**src/hw/tcpu_pkg.sv**
```systemverilog
package tcpu_pkg;
    // register indices on the plain register port (word per index)
    localparam logic [7:0] TCPU_OFS_CTRL    = 8'h00;
    localparam logic [7:0] TCPU_OFS_PERIOD  = 8'h01;
    localparam logic [7:0] TCPU_OFS_CMP     = 8'h02;
    localparam logic [7:0] TCPU_OFS_DEAD    = 8'h03;
    localparam logic [7:0] TCPU_OFS_COUNT   = 8'h04;
    localparam logic [7:0] TCPU_OFS_CAPTURE = 8'h05;
    localparam logic [7:0] TCPU_OFS_STATUS  = 8'h06;
    localparam logic [7:0] TCPU_OFS_MASK    = 8'h07;
    // control field positions
    localparam int TCPU_CTRL_RUN     = 0;
    localparam int TCPU_CTRL_ONESHOT = 1;
    localparam int TCPU_CTRL_CAPEDGE = 2;
    localparam int TCPU_CTRL_KILLLVL = 3;
    localparam int TCPU_CTRL_INVERT  = 4;
    localparam int TCPU_CTRL_W       = 5;
    // status / mask bit positions
    localparam int TCPU_EV_MATCH   = 0;
    localparam int TCPU_EV_CMP     = 1;
    localparam int TCPU_EV_CAPTURE = 2;
    localparam int TCPU_EV_KILL    = 3;
    localparam int TCPU_EV_W       = 4;
    // values after reset, then widths and counts
    localparam logic [15:0] TCPU_PERIOD_RST = 16'hFFFF;
    localparam logic [15:0] TCPU_CMP_RST    = 16'h8000;
    localparam logic [7:0]  TCPU_DEAD_RST   = 8'h00;
    localparam int TCPU_SYNC_STAGES = 2;
    localparam int TCPU_CNT_W       = 16;
    localparam int TCPU_NUM_UNITS   = 8;
    localparam int TCPU_DEAD_W      = 8;
    typedef enum logic [1:0] {
        TCPU_DB_OFF   = 2'b00,
        TCPU_DB_HIGH  = 2'b01,
        TCPU_DB_WAITL = 2'b11,
        TCPU_DB_LOW   = 2'b10
    } tcpu_db_t;
endpackage : tcpu_pkg

```
**src/hw/tcpu_top.sv**
```systemverilog
`timescale 1ns/10ps
// Behaviour
// - each unit counts with a 16-bit counter whose period software programs
// - a capture event, always from a pin, stores the counter in capture
// - on period match the counter halts or reloads, chosen by configuration
// - counter compared against programmable compare value sets pwm duty cycle
// - true and complementary outputs separated by a programmable dead band
// - kill input forces outputs to safe state within three clock cycles, no software
// - eight independent units, each with counter, registers and output pair
module tcpu_top
    import tcpu_pkg::*;
#(
    parameter int NUM_UNITS = TCPU_NUM_UNITS
) (
    // clock and reset
    input  wire logic                 i_clk,
    input  wire logic                 i_rst_n,
    // register port
    input  wire logic [2:0]           i_unit,
    input  wire logic [7:0]           i_addr,
    input  wire logic [31:0]          i_wdata,
    input  wire logic                 i_wr,
    input  wire logic                 i_rd,
    output logic      [31:0]          o_rdata,
    // pins
    input  wire logic [NUM_UNITS-1:0] i_capture,
    input  wire logic [NUM_UNITS-1:0] i_kill,
    output logic      [NUM_UNITS-1:0] o_line,
    output logic      [NUM_UNITS-1:0] o_line_n,
    // interrupt
    output logic                      o_irq
);
    // unit select is three bits wide, so more than eight units cannot be addressed
    if (NUM_UNITS < 1 || NUM_UNITS > 8) begin : g_bad_units
        $error("tcpu_top: NUM_UNITS must be 1..8");
    end

    logic [NUM_UNITS-1:0] cap_s;
    logic [NUM_UNITS-1:0] kill_s;
    logic [NUM_UNITS-1:0] irq_unit;
    logic [31:0]          rd_unit [NUM_UNITS];

    tcpu_sync #(.W(NUM_UNITS)) u_sync_cap (
        .i_clk   (i_clk),
        .i_rst_n (i_rst_n),
        .i_d     (i_capture),
        .o_q     (cap_s)
    );
    tcpu_sync #(.W(NUM_UNITS)) u_sync_kill (
        .i_clk   (i_clk),
        .i_rst_n (i_rst_n),
        .i_d     (i_kill),
        .o_q     (kill_s)
    );

    genvar g;
    generate
        for (g = 0; g < NUM_UNITS; g++) begin : g_unit
            logic                          sel;
            logic                          wr;
            logic [TCPU_CTRL_W-1:0]        ctrl_q;
            logic [TCPU_CNT_W-1:0]         period_q;
            logic [TCPU_CNT_W-1:0]         cmp_q;
            logic [TCPU_DEAD_W-1:0]        dead_q;
            logic [TCPU_CNT_W-1:0]         count_q;
            logic [TCPU_CNT_W-1:0]         capture_q;
            logic [TCPU_EV_W-1:0]          status_q;
            logic [TCPU_EV_W-1:0]          mask_q;
            logic                          cap_prev_q;
            logic                          pwm_q;
            logic                          cap_ev;
            logic                          match;
            logic                          cmp_hit;
            logic [TCPU_EV_W-1:0]          ev;
            logic                          line_raw;
            logic                          line_n_raw;
            logic                          run;
            logic [31:0]                   rd_word;

            assign sel   = (i_unit == 3'(g));
            assign wr    = i_wr && sel;
            assign run   = ctrl_q[TCPU_CTRL_RUN];
            assign match = run && (count_q == period_q);
            assign cmp_hit = run && (count_q == cmp_q);
            // capture edge selectable: rising or falling
            assign cap_ev = (cap_s[g] != cap_prev_q) &&
                            (cap_s[g] != ctrl_q[TCPU_CTRL_CAPEDGE]);

            always_comb begin
                ev = '0;
                ev[TCPU_EV_MATCH]   = match;
                ev[TCPU_EV_CMP]     = cmp_hit;
                ev[TCPU_EV_CAPTURE] = cap_ev;
                ev[TCPU_EV_KILL]    = kill_s[g];
            end

            // configuration registers
            always_ff @(posedge i_clk or negedge i_rst_n) begin
                if (!i_rst_n) begin
                    period_q <= TCPU_PERIOD_RST;
                    cmp_q    <= TCPU_CMP_RST;
                    dead_q   <= TCPU_DEAD_RST;
                    mask_q   <= '0;
                end else if (wr) begin
                    case (i_addr)
                        TCPU_OFS_PERIOD: period_q <= i_wdata[TCPU_CNT_W-1:0];
                        TCPU_OFS_CMP:    cmp_q    <= i_wdata[TCPU_CNT_W-1:0];
                        TCPU_OFS_DEAD:   dead_q   <= i_wdata[TCPU_DEAD_W-1:0];
                        TCPU_OFS_MASK:   mask_q   <= i_wdata[TCPU_EV_W-1:0];
                        default: begin
                        end
                    endcase
                end
            end

            // control; the run bit drops by itself in one-shot mode
            always_ff @(posedge i_clk or negedge i_rst_n) begin
                if (!i_rst_n) begin
                    ctrl_q <= '0;
                end else if (wr && i_addr == TCPU_OFS_CTRL) begin
                    ctrl_q <= i_wdata[TCPU_CTRL_W-1:0];
                end else if (match && ctrl_q[TCPU_CTRL_ONESHOT]) begin
                    ctrl_q[TCPU_CTRL_RUN] <= 1'b0;
                end
            end

            // counter; software write of count wins over counting
            always_ff @(posedge i_clk or negedge i_rst_n) begin
                if (!i_rst_n) begin
                    count_q <= '0;
                end else if (wr && i_addr == TCPU_OFS_COUNT) begin
                    count_q <= i_wdata[TCPU_CNT_W-1:0];
                end else if (match) begin
                    // halt holds the final value, reload starts over
                    if (!ctrl_q[TCPU_CTRL_ONESHOT]) begin
                        count_q <= '0;
                    end
                end else if (run) begin
                    count_q <= count_q + 1'b1;
                end
            end

            // capture
            always_ff @(posedge i_clk or negedge i_rst_n) begin
                if (!i_rst_n) begin
                    cap_prev_q <= 1'b0;
                    capture_q  <= '0;
                end else begin
                    cap_prev_q <= cap_s[g];
                    if (cap_ev) begin
                        capture_q <= count_q;
                    end
                end
            end

            // pwm: high while count below compare, optionally inverted
            always_ff @(posedge i_clk or negedge i_rst_n) begin
                if (!i_rst_n) begin
                    pwm_q <= 1'b0;
                end else begin
                    pwm_q <= run && ((count_q < cmp_q) ^ ctrl_q[TCPU_CTRL_INVERT]);
                end
            end

            // sticky status; a new event wins over a write-one clear
            always_ff @(posedge i_clk or negedge i_rst_n) begin
                if (!i_rst_n) begin
                    status_q <= '0;
                end else if (wr && i_addr == TCPU_OFS_STATUS) begin
                    status_q <= (status_q & ~i_wdata[TCPU_EV_W-1:0]) | ev;
                end else begin
                    status_q <= status_q | ev;
                end
            end

            // kill path bypasses the counter so the force lands in three cycles
            tcpu_deadband u_db (
                .i_clk      (i_clk),
                .i_rst_n    (i_rst_n),
                .i_pwm      (pwm_q),
                .i_dead     (dead_q),
                .i_kill     (kill_s[g]),
                .i_kill_lvl (ctrl_q[TCPU_CTRL_KILLLVL]),
                .o_line     (line_raw),
                .o_line_n   (line_n_raw)
            );
            assign o_line[g]   = line_raw;
            assign o_line_n[g] = line_n_raw;
            assign irq_unit[g] = |(status_q & mask_q);

            // one local word per unit keeps each array entry to a single driver
            always_comb begin
                rd_word = 32'h0000_0000;
                case (i_addr)
                    TCPU_OFS_CTRL:    rd_word = 32'(ctrl_q);
                    TCPU_OFS_PERIOD:  rd_word = 32'(period_q);
                    TCPU_OFS_CMP:     rd_word = 32'(cmp_q);
                    TCPU_OFS_DEAD:    rd_word = 32'(dead_q);
                    TCPU_OFS_COUNT:   rd_word = 32'(count_q);
                    TCPU_OFS_CAPTURE: rd_word = 32'(capture_q);
                    TCPU_OFS_STATUS:  rd_word = 32'(status_q);
                    TCPU_OFS_MASK:    rd_word = 32'(mask_q);
                    default:          rd_word = 32'h0000_0000;
                endcase
            end
            assign rd_unit[g] = rd_word;
        end
    endgenerate

    // read data: one cycle after the strobe, zero otherwise and when unmapped
    always_ff @(posedge i_clk or negedge i_rst_n) begin
        if (!i_rst_n) begin
            o_rdata <= 32'h0000_0000;
        end else if (i_rd && (32'(i_unit) < NUM_UNITS)) begin
            o_rdata <= rd_unit[i_unit];
        end else begin
            o_rdata <= 32'h0000_0000;
        end
    end

    always_ff @(posedge i_clk or negedge i_rst_n) begin
        if (!i_rst_n) begin
            o_irq <= 1'b0;
        end else begin
            o_irq <= |irq_unit;
        end
    end
endmodule : tcpu_top

```
**src/hw/tcpu_sync.sv**
```systemverilog
`timescale 1ns/10ps
// two-flop synchroniser per bit; first flop feeds only the second
module tcpu_sync
    import tcpu_pkg::*;
#(
    parameter int W = 1
) (
    // clock and reset
    input  wire logic         i_clk,
    input  wire logic         i_rst_n,
    // data
    input  wire logic [W-1:0] i_d,
    output logic      [W-1:0] o_q
);
    logic [W-1:0] meta_q;
    always_ff @(posedge i_clk or negedge i_rst_n) begin
        if (!i_rst_n) begin
            meta_q <= '0;
            o_q    <= '0;
        end else begin
            meta_q <= i_d;
            o_q    <= meta_q;
        end
    end
endmodule : tcpu_sync

```
**src/hw/tcpu_deadband.sv**
```systemverilog
`timescale 1ns/10ps
// splits one pwm line into true and complementary outputs with dead time
module tcpu_deadband
    import tcpu_pkg::*;
(
    // clock and reset
    input  wire logic                   i_clk,
    input  wire logic                   i_rst_n,
    // control
    input  wire logic                   i_pwm,
    input  wire logic [TCPU_DEAD_W-1:0] i_dead,
    input  wire logic                   i_kill,
    input  wire logic                   i_kill_lvl,
    // outputs
    output logic                        o_line,
    output logic                        o_line_n
);
    tcpu_db_t                 st_q;
    logic [TCPU_DEAD_W-1:0]   cnt_q;
    always_ff @(posedge i_clk or negedge i_rst_n) begin
        if (!i_rst_n) begin
            st_q     <= TCPU_DB_OFF;
            cnt_q    <= '0;
            o_line   <= 1'b0;
            o_line_n <= 1'b0;
        end else if (i_kill) begin
            // both switches forced to the safe level, timing restarts after release
            st_q     <= TCPU_DB_OFF;
            cnt_q    <= '0;
            o_line   <= i_kill_lvl;
            o_line_n <= i_kill_lvl;
        end else begin
            case (st_q)
                TCPU_DB_OFF: begin
                    // both off until dead time passes toward the wanted side
                    o_line   <= 1'b0;
                    o_line_n <= 1'b0;
                    if (cnt_q >= i_dead) begin
                        cnt_q <= '0;
                        st_q  <= i_pwm ? TCPU_DB_HIGH : TCPU_DB_LOW;
                    end else begin
                        cnt_q <= cnt_q + 1'b1;
                    end
                end
                TCPU_DB_HIGH: begin
                    o_line   <= i_pwm;
                    o_line_n <= 1'b0;
                    if (!i_pwm) begin
                        st_q <= TCPU_DB_WAITL;
                    end
                end
                TCPU_DB_WAITL: begin
                    o_line   <= 1'b0;
                    o_line_n <= 1'b0;
                    st_q     <= TCPU_DB_OFF;
                end
                TCPU_DB_LOW: begin
                    o_line   <= 1'b0;
                    o_line_n <= !i_pwm;
                    if (i_pwm) begin
                        st_q <= TCPU_DB_WAITL;
                    end
                end
                default: begin
                    st_q <= TCPU_DB_OFF;
                end
            endcase
        end
    end
endmodule : tcpu_deadband

```
**config.mk**
```make
export PLATFORM = sky130hd
export DESIGN_NAME = tcpu_top
export DESIGN_NICKNAME = d
export VERILOG_FILES = /design/src/hw/tcpu_pkg.sv /design/src/hw/tcpu_top.sv /design/src/hw/tcpu_sync.sv /design/src/hw/tcpu_deadband.sv
export SDC_FILE = /design/constraint.sdc
export NUM_CORES = 2
export LEC_CHECK = 0
export ABC_CLOCK_PERIOD_IN_PS = 2900
export BUFFER_PORTS_ARGS = -buffer_cell sky130_fd_sc_hd__buf_2
export CORE_MARGIN = 2
export CORE_UTILIZATION = 40
export DETAILED_ROUTE_END_ITERATION = 16
export PLACE_DENSITY = 0.63
export SYNTH_ARGS = -nofsm -noshare
export SYNTH_HDL_FRONTEND = slang
export SYNTH_SLANG_ARGS = --single-unit
```
**constraint.sdc**
```tcl
create_clock -name i_clk -period 2.9 [get_ports i_clk]
set_input_delay 0.29 -clock i_clk [delete_from_list [all_inputs] [get_ports i_clk]]
set_output_delay 0.29 -clock i_clk [all_outputs]
set_load 0.1 [all_outputs]
```
**After elaboration in Yosys (flattened, before gate mapping)**

Cells that the tools add are included.

- Register bits after elaboration: 857
- Output and inout bits: 49
- Word-level logic and storage cells: 654
- Input bits: 63

- Add/sub/neg operators: 16
- $lt $le $gt $ge: 17
- Equality and inequality tests: 102
- Multiplexer cells: 172
- Reduce and logical (&&, ||, !) cells: 179
- Bitwise gates (word level): 42

Operator list:

| kind | count |
|---|---|
| one-hot mux 16 bit (8 select lines) | 8 |
| 2-to-1 mux 16 bit | 32 |
| == test 16 bit | 16 |
| 2-to-1 mux 8 bit | 24 |
| adder 16 x 1 -> 16 bit (second input constant) | 8 |
| < comparator 16 bit | 8 |
| binary-select mux 32 bit (select 3 bit) | 1 |
| 2-to-1 mux 32 bit | 3 |
| 2-to-1 mux 2 bit | 40 |
| AND reduction 2 bit | 40 |
| logical AND 1 bit | 72 |
| adder 8 x 1 -> 8 bit (second input constant) | 8 |
| AND 4 bit | 16 |
| greater-or-equal comparator 8 bit | 8 |
| OR 4 bit | 16 |
| one-hot mux 2 bit (4 select lines) | 8 |
| != test 3 x 2 -> 1 bit (second input constant) | 16 |
| != test 3 bit (second input constant) | 16 |
| OR reduction 3 bit | 16 |
| == test 2 bit (second input constant) | 16 |
| == test 8 x 3 -> 1 bit (second input constant) | 4 |
| 2-to-1 mux 1 bit | 32 |
| 2-to-1 mux 4 bit | 8 |
| one-hot mux 1 bit (2 select lines) | 16 |
| other kinds (19) | 96 |

**Longest topological paths before layout**

- Word-level depth: 6
- Mapped depth: 12
- Depth with buffers taken out: 10

**Hierarchy**

A second synthesis with hierarchy kept.

- Cell total of the unflattened synthesis: 4537
- Area total of the unflattened synthesis: 47747.0 sq um

By module, submodules not included:

| module | area an instance (sq um) | cells an instance | instances | seq. area each (sq um) |
|---|---|---|---|---|
| tcpu_top | 39759.4 | 3729 | 1 | 18012.3 |
| tcpu_deadband | 898.4 | 97 | 8 | 300.3 |
| tcpu_sync | 400.4 | 16 | 2 | 400.4 |

**Worst setup path after synthesis**

Ideal clock, no wire load.

- Kind: flip-flop to flip-flop
- From: reg g_unit[2].count_q[2]
- To: reg g_unit[2].count_q[10]
- Data arrival time: 2.358 ns
- Clock period less this slack: 2.484 ns
- Stages on the path, launching flop included: 10
- Path buffers: 2
- Slack: 0.416 ns
- Library setup time: 0.126 ns
- Required time: 2.774 ns
- Cell sequence: dfrtp_1 -> clkbuf_1 -> xor2_1 -> nor4_1 -> nand2_1 -> nor3_1 -> or3b_2 -> buf_2 -> o21ai_0 -> a221o_1

- Longest elaborated chain between the ends: 4
- Elaborated cells on any way between the ends: 9
- Those cells by class: 1 x add/sub; 2 x eq/ne; 3 x mux; 3 x reduce/logical

Ends and longest elaborated chain:

| item | line | text |
|---|---|---|
| from (decl) | tcpu_top.sv:65 | `logic [TCPU_CNT_W-1:0] count_q;` |
| from (signal assigned) | tcpu_top.sv:132 | `count_q <= i_wdata[TCPU_CNT_W-1:0];` |
| from (signal assigned) | tcpu_top.sv:139 | `count_q <= count_q + 1'b1;` |
| adder 16 x 1 -> 16 bit / == test 16 bit (equally long branches) | tcpu_top.sv:139, tcpu_top.sv:83 |  |
| 2-to-1 mux 16 bit / logical AND 1 bit (equally long branches) | tcpu_top.sv:138, tcpu_top.sv:83 |  |
| 2-to-1 mux 16 bit, or another cell as far along | tcpu_top.sv:133 | `end else if (match) begin` |
| 2-to-1 mux 16 bit / AND reduction 2 bit (equally long branches) | n/a |  |

Several ways; a longest one is shown, not always the timed one. The select of a mux whose other input is x is not followed.
A chain may end at the register's enable or synchronous reset.

**Worst setup path in the final report**

- From: reg g_unit[7].period_q[10]
- To: reg g_unit[7].count_q[5]

- Longest elaborated chain between the ends: 4
- Elaborated cells on any way between the ends: 7
- Those cells by class: 2 x eq/ne; 2 x mux; 3 x reduce/logical

Ends and longest elaborated chain:

| item | line | text |
|---|---|---|
| from (decl) | tcpu_top.sv:62 | `logic [TCPU_CNT_W-1:0] period_q;` |
| from (signal assigned) | tcpu_top.sv:106 | `TCPU_OFS_PERIOD: period_q <= i_wdata[TCPU_CNT_W-1:0];` |
| == test 16 bit (*) | tcpu_top.sv:83 | `assign match = run && (count_q == period_q);` |
| logical AND 1 bit (*) | tcpu_top.sv:83 |  |
| != test 3 x 2 -> 1 bit (no source line), or another cell as far along | n/a |  |
| AND reduction 2 bit (no source line) / 2-to-1 mux 16 bit (equally long branches) | n/a |  |
| to (signal assigned) | tcpu_top.sv:132 |  |
| to (signal assigned) | tcpu_top.sv:139 |  |
| to (decl) | tcpu_top.sv:65 |  |

Every way passes the cells marked *; elsewhere a longest branch is shown, timed or not.

==> flow_results.xml <==
<?xml version="1.0" encoding="UTF-8"?>
<metrics>
  <group name="sta">
    <metric name="max_slew_margin" unit="%">10.2</metric>
    <metric name="timing.setup.tns" unit="ns">0</metric>
    <metric name="post-route-min-period" unit="ns">2.71</metric>
    <metric name="skew" unit="ns">0.0223</metric>
    <metric name="hold_violations" unit="">0</metric>
    <metric name="grt_setup_unrepaired" unit="">false</metric>
    <metric name="worst-slew-pin-transition" unit="ns">1.33</metric>
    <metric name="setup_viol" unit="">0</metric>
    <metric name="timing.final.max_slew_violations" unit="">0</metric>
    <metric name="max_freq" unit="MHz">369</metric>
    <metric name="final.period_utilization" unit="%">93.3</metric>
    <metric name="timing.hold.ws" unit="ns">0.122</metric>
  </group>
  <group name="clock_tree">
    <metric name="clock-root-buffer" unit="">sky130_fd_sc_hd__clkbuf_16</metric>
    <metric name="cts-htree-levels" unit="">3</metric>
    <metric name="tritoncts_clock_tree" unit="">yes</metric>
    <metric name="cts_buffer_depth" unit="">3</metric>
    <metric name="cts_buffers" unit="">94</metric>
    <metric name="worst_setup_hold_path_clk_slew" unit="ns">0.07</metric>
    <metric name="numClockSinks" unit="">841</metric>
    <metric name="worstSkewPairLatency" unit="ns">0.69</metric>
    <metric name="count_of_buffers_added_by_post_cts_timing_repair_for_setup" unit="">0</metric>
  </group>
  <group name="route">
    <metric name="total_vias_in_the_final_route" unit="">37993</metric>
    <metric name="vias_per_cell" unit="">5.98</metric>
    <metric name="detail_route.drc_violations" unit="">0</metric>
    <metric name="first_pass_iteration_count_of_the_detailed_router" unit="">6</metric>
    <metric name="postRouteWirelength" unit="um">164000</metric>
    <metric name="number_of_routed_nets_with_antenna_violations" unit="">0</metric>
    <metric name="dr.first_iter.drc_count" unit="">3812</metric>
    <metric name="wl_per_cell" unit="um">25.8</metric>
  </group>
  <group name="critical_path">
    <metric name="reg2reg_slack" unit="ns">0.19</metric>
    <metric name="cp-end-kind" unit="">flip-flop</metric>
    <metric name="critical_path.reg2reg.startpoint" unit="">g_unit[7].period_q[10]</metric>
    <metric name="worst-path-buf-inv" unit="">1</metric>
    <metric name="critical_path.startpoint" unit="">g_unit[7].period_q[10]</metric>
    <metric name="setup.worst_path.end" unit="">g_unit[7].count_q[5]</metric>
    <metric name="timing.critical_path.arrival" unit="ns">3.31</metric>
    <metric name="crit-reg2reg-capture" unit="">g_unit[7].count_q[5]</metric>
    <metric name="timing.critical_path.slowest_stage_cell" unit="">sky130_fd_sc_hd__nor2_1</metric>
    <metric name="timing.critical_path.fanout_max" unit="">10</metric>
    <metric name="max_stage_delay" unit="ns">0.65</metric>
    <metric name="setup.worst_path.start_class" unit="">flip-flop</metric>
    <metric name="criticalPathCategory" unit="">flip-flop to flip-flop</metric>
    <metric name="ff2ff_path_depth" unit="">8</metric>
    <metric name="crit_family" unit="">simple AND/OR/NAND/NOR gates</metric>
    <metric name="sequence_of_cells_on_the_critical_path" unit="">xnor2_1 -&gt; nand4_1 -&gt; nor4_1 -&gt; buf_4 -&gt; a31oi_1 -&gt; nor2_1 -&gt; o21ai_0 -&gt; o211ai_1</metric>
    <metric name="required" unit="ns">3.50</metric>
    <metric name="worst-path-stages" unit="">8</metric>
  </group>
  <group name="synthesis">
    <metric name="post_synth_inst_count" unit="">4443</metric>
    <metric name="ys_warn_count" unit="">0</metric>
    <metric name="synth.area.top_cells" unit="">sky130_fd_sc_hd__dfrtp_1, sky130_fd_sc_hd__mux2_2, sky130_fd_sc_hd__dfstp_2, sky130_fd_sc_hd__ha_1, sky130_fd_sc_hd__a22oi_1</metric>
    <metric name="synth.cell_area" unit="um^2">46500</metric>
    <metric name="synth_top_area_share" unit="%">38.0</metric>
    <metric name="synth_area_leader_cell" unit="">sky130_fd_sc_hd__dfrtp_1</metric>
    <metric name="async_flop_share" unit="%">100</metric>
    <metric name="ys_ff_latch" unit="">841</metric>
    <metric name="number_of_enable_type_register_cells_in_the_synthesized_netlist" unit="">0</metric>
    <metric name="yosys.cell_types.count" unit="">71</metric>
    <metric name="top_reg_cell_synth" unit="">sky130_fd_sc_hd__dfrtp_1</metric>
    <metric name="synth_seq_area_share" unit="%">45.7</metric>
    <metric name="synth_area_per_cell" unit="um^2">10.5</metric>
  </group>
  <group name="finish">
    <metric name="most-common-layout-cells" unit="">sky130_fd_sc_hd__dfrtp_1, sky130_fd_sc_hd__mux2_2, sky130_fd_sc_hd__buf_4, sky130_fd_sc_hd__nand2_1, sky130_fd_sc_hd__inv_1</metric>
    <metric name="layout-area-overhead-vs-synth" unit="%">17.7</metric>
    <metric name="final_layout_size_suffix_gt1_share" unit="%">27.4</metric>
    <metric name="nNetsFinal" unit="">5050</metric>
    <metric name="final_core_utilization" unit="%">47.2</metric>
    <metric name="leading_cell_type_in_the_layout_fill_and_taps_excluded" unit="">sky130_fd_sc_hd__dfrtp_1</metric>
  </group>
  <group name="floorplan">
    <metric name="pin_count" unit="">112</metric>
    <metric name="fp.dieH" unit="um">345</metric>
    <metric name="placeableCoreArea" unit="um^2">116000</metric>
    <metric name="chip_width" unit="um">345</metric>
    <metric name="start_util" unit="%">40.2</metric>
    <metric name="die-area" unit="um^2">119000</metric>
    <metric name="row_count" unit="">125</metric>
  </group>
  <group name="worst_hold_path">
    <metric name="hold_path_class" unit="">input port to flip-flop</metric>
  </group>
  <group name="global_route">
    <metric name="wire_length_of_the_first_global_routing_pass" unit="um">245000</metric>
    <metric name="antenna_found_initial" unit="">11</metric>
    <metric name="grt_use_total" unit="%">27.4</metric>
    <metric name="first_global_vias" unit="">37138</metric>
    <metric name="grt_start_max_net_pins" unit="">78</metric>
    <metric name="global_route.overflow_total" unit="">0</metric>
  </group>
  <group name="place">
    <metric name="gp_routability_congestion" unit="">0.989</metric>
    <metric name="buffers_added_on_ports" unit="">79</metric>
    <metric name="detailed_place_hpwl" unit="um">118000</metric>
  </group>
  <group name="run_status">
    <metric name="outcome" unit="">completed</metric>
  </group>
  <group name="power">
    <metric name="ir_worst_vdd" unit="V">0.000432</metric>
    <metric name="leakage_component_of_the_power" unit="uW">0.0248</metric>
    <metric name="cellPowerDensity" unit="nW/um^2">537</metric>
  </group>
  <group name="flow_run">
    <metric name="drv_cap" unit="">0</metric>
  </group>
</metrics>
[what timing repair did]
action | 4_1_cts | 5_1_grt
setup endpoints to repair | 0 | 1
hold buffers | 17 | 0
resized for setup | 0 | 1
endpoints found under the hold margin | 57 | 0
[cell usage after synthesis, types with 35 or more instances]
master and count:
sky130_fd_sc_hd__xnor2_1 115, sky130_fd_sc_hd__mux2_2 482, sky130_fd_sc_hd__nor2_1 187, sky130_fd_sc_hd__nand2b_1 77, sky130_fd_sc_hd__a22oi_1 208, sky130_fd_sc_hd__nor3_1 53, sky130_fd_sc_hd__and3_1 76, sky130_fd_sc_hd__a22o_1 84
sky130_fd_sc_hd__a31oi_1 68, sky130_fd_sc_hd__a221oi_1 83, sky130_fd_sc_hd__dfstp_2 136, sky130_fd_sc_hd__a21oi_1 145, sky130_fd_sc_hd__clkbuf_1 185, sky130_fd_sc_hd__nand2_1 345, sky130_fd_sc_hd__xor2_1 72, sky130_fd_sc_hd__inv_1 241
sky130_fd_sc_hd__a221o_1 43, sky130_fd_sc_hd__ha_1 240, sky130_fd_sc_hd__nand4_1 64, sky130_fd_sc_hd__o21ai_0 236, sky130_fd_sc_hd__a21o_1 40, sky130_fd_sc_hd__nand3_1 82, sky130_fd_sc_hd__buf_4 41, sky130_fd_sc_hd__buf_2 70
sky130_fd_sc_hd__dfrtp_1 705, sky130_fd_sc_hd__nor4_1 35
[per-stage QoR]
step,total power (uW),std cells,worst slack [ns],instance area (um^2)
after floorplan,15300,4458,0.416,46500
after global placement,16800,6158,-0.236,51200
after detailed placement,16900,6158,-0.270,51200
after global routing,30500,6353,0.0545,54700
final,29400,6356,0.193,54700
after CTS,29500,6353,0.217,54700
[where the power goes]
group	total (uW)	leakage, uW	internal [uW]	switching [uW]
Sequential	12700	0.0108	12200	508
Combinational	4040	0.0124	1440	2600
Clock	12600	0.00161	7450	5170
[area by class of cell]
type | count | area [um^2]
diodes | 3 | 7.51
inverters | 242 | 908
clock buffers | 143 | 2870
repair buffers | 505 | 4360
clock inverters | 35 | 380
flip-flops and latches | 841 | 21200
fillers | 10654 | 61100
multi-input cells | 3063 | 23000
well taps | 1524 | 1910
[cells by family after synthesis]
family	after synthesis	synth area share (%)
XOR/XNOR	187	3.52
AND/OR/NAND/NOR	1059	11.4
multiplexers	521	12.5
AO/OA/AOI/OAI	1040	15.4
flip-flops	841	45.7
adder cells (fa/ha/maj)	240	6.46
buffers and inverters	554	5.03
other	1	0.00807
[sequential cells by signal, indices dropped and copies added, names as in the netlist]
signal	flops
g_unit.dead_q	64
g_unit.pwm_q	8
g_unit.u_db.o_line	8
o_rdata	16
g_unit.u_db.st_q	16
g_unit.status_q	32
g_unit.period_q	128
g_unit.capture_q	128
g_unit.ctrl_q	40
g_unit.count_q	128
g_unit.cap_prev_q	8
g_unit.mask_q	32
u_sync_kill.meta_q	8
g_unit.cmp_q	128
o_irq	1
g_unit.u_db.cnt_q	64
u_sync_cap.meta_q	8
g_unit.u_db.o_line_n	8
u_sync_cap.o_q	8
u_sync_kill.o_q	8
[worst min-delay path by stage]
stage / from / end / slack [ns] / cells past startpoint
2_1_floorplan: i_rst_n / g_unit[0].cap_prev_q / -0.006 / 0
3_3_place_gp: i_rst_n / u_sync_cap.o_q[4] / 0.29 / 1
3_5_place_dp: i_rst_n / u_sync_cap.o_q[4] / 0.30 / 1
4_1_cts: i_wdata[1] / g_unit[4].count_q[1] / 0.08 / 3
5_1_grt: i_wdata[1] / g_unit[4].count_q[1] / 0.12 / 3
6_report: i_wdata[1] / g_unit[4].count_q[1] / 0.12 / 3
[worst reg2reg max path, delay by kind of cell (launching register included)]
kind | cells | cell delay, ns
simple gates | 3 | 1.22
flops | 1 | 0.58
compound gates | 3 | 0.51
buf+inv | 1 | 0.17
xor+xnor | 1 | 0.16
[per-layer routing]
metal	wire length (um)	vias to the layer above	global-route usage, %
li1	-	16727	-
met1	68900	19330	37.2
met2	74500	1559	42.8
met3	13400	363	5.17
met4	7130	14	11.5
met5	75	-	0
Note: power is estimated with default switching activity, not from simulation.
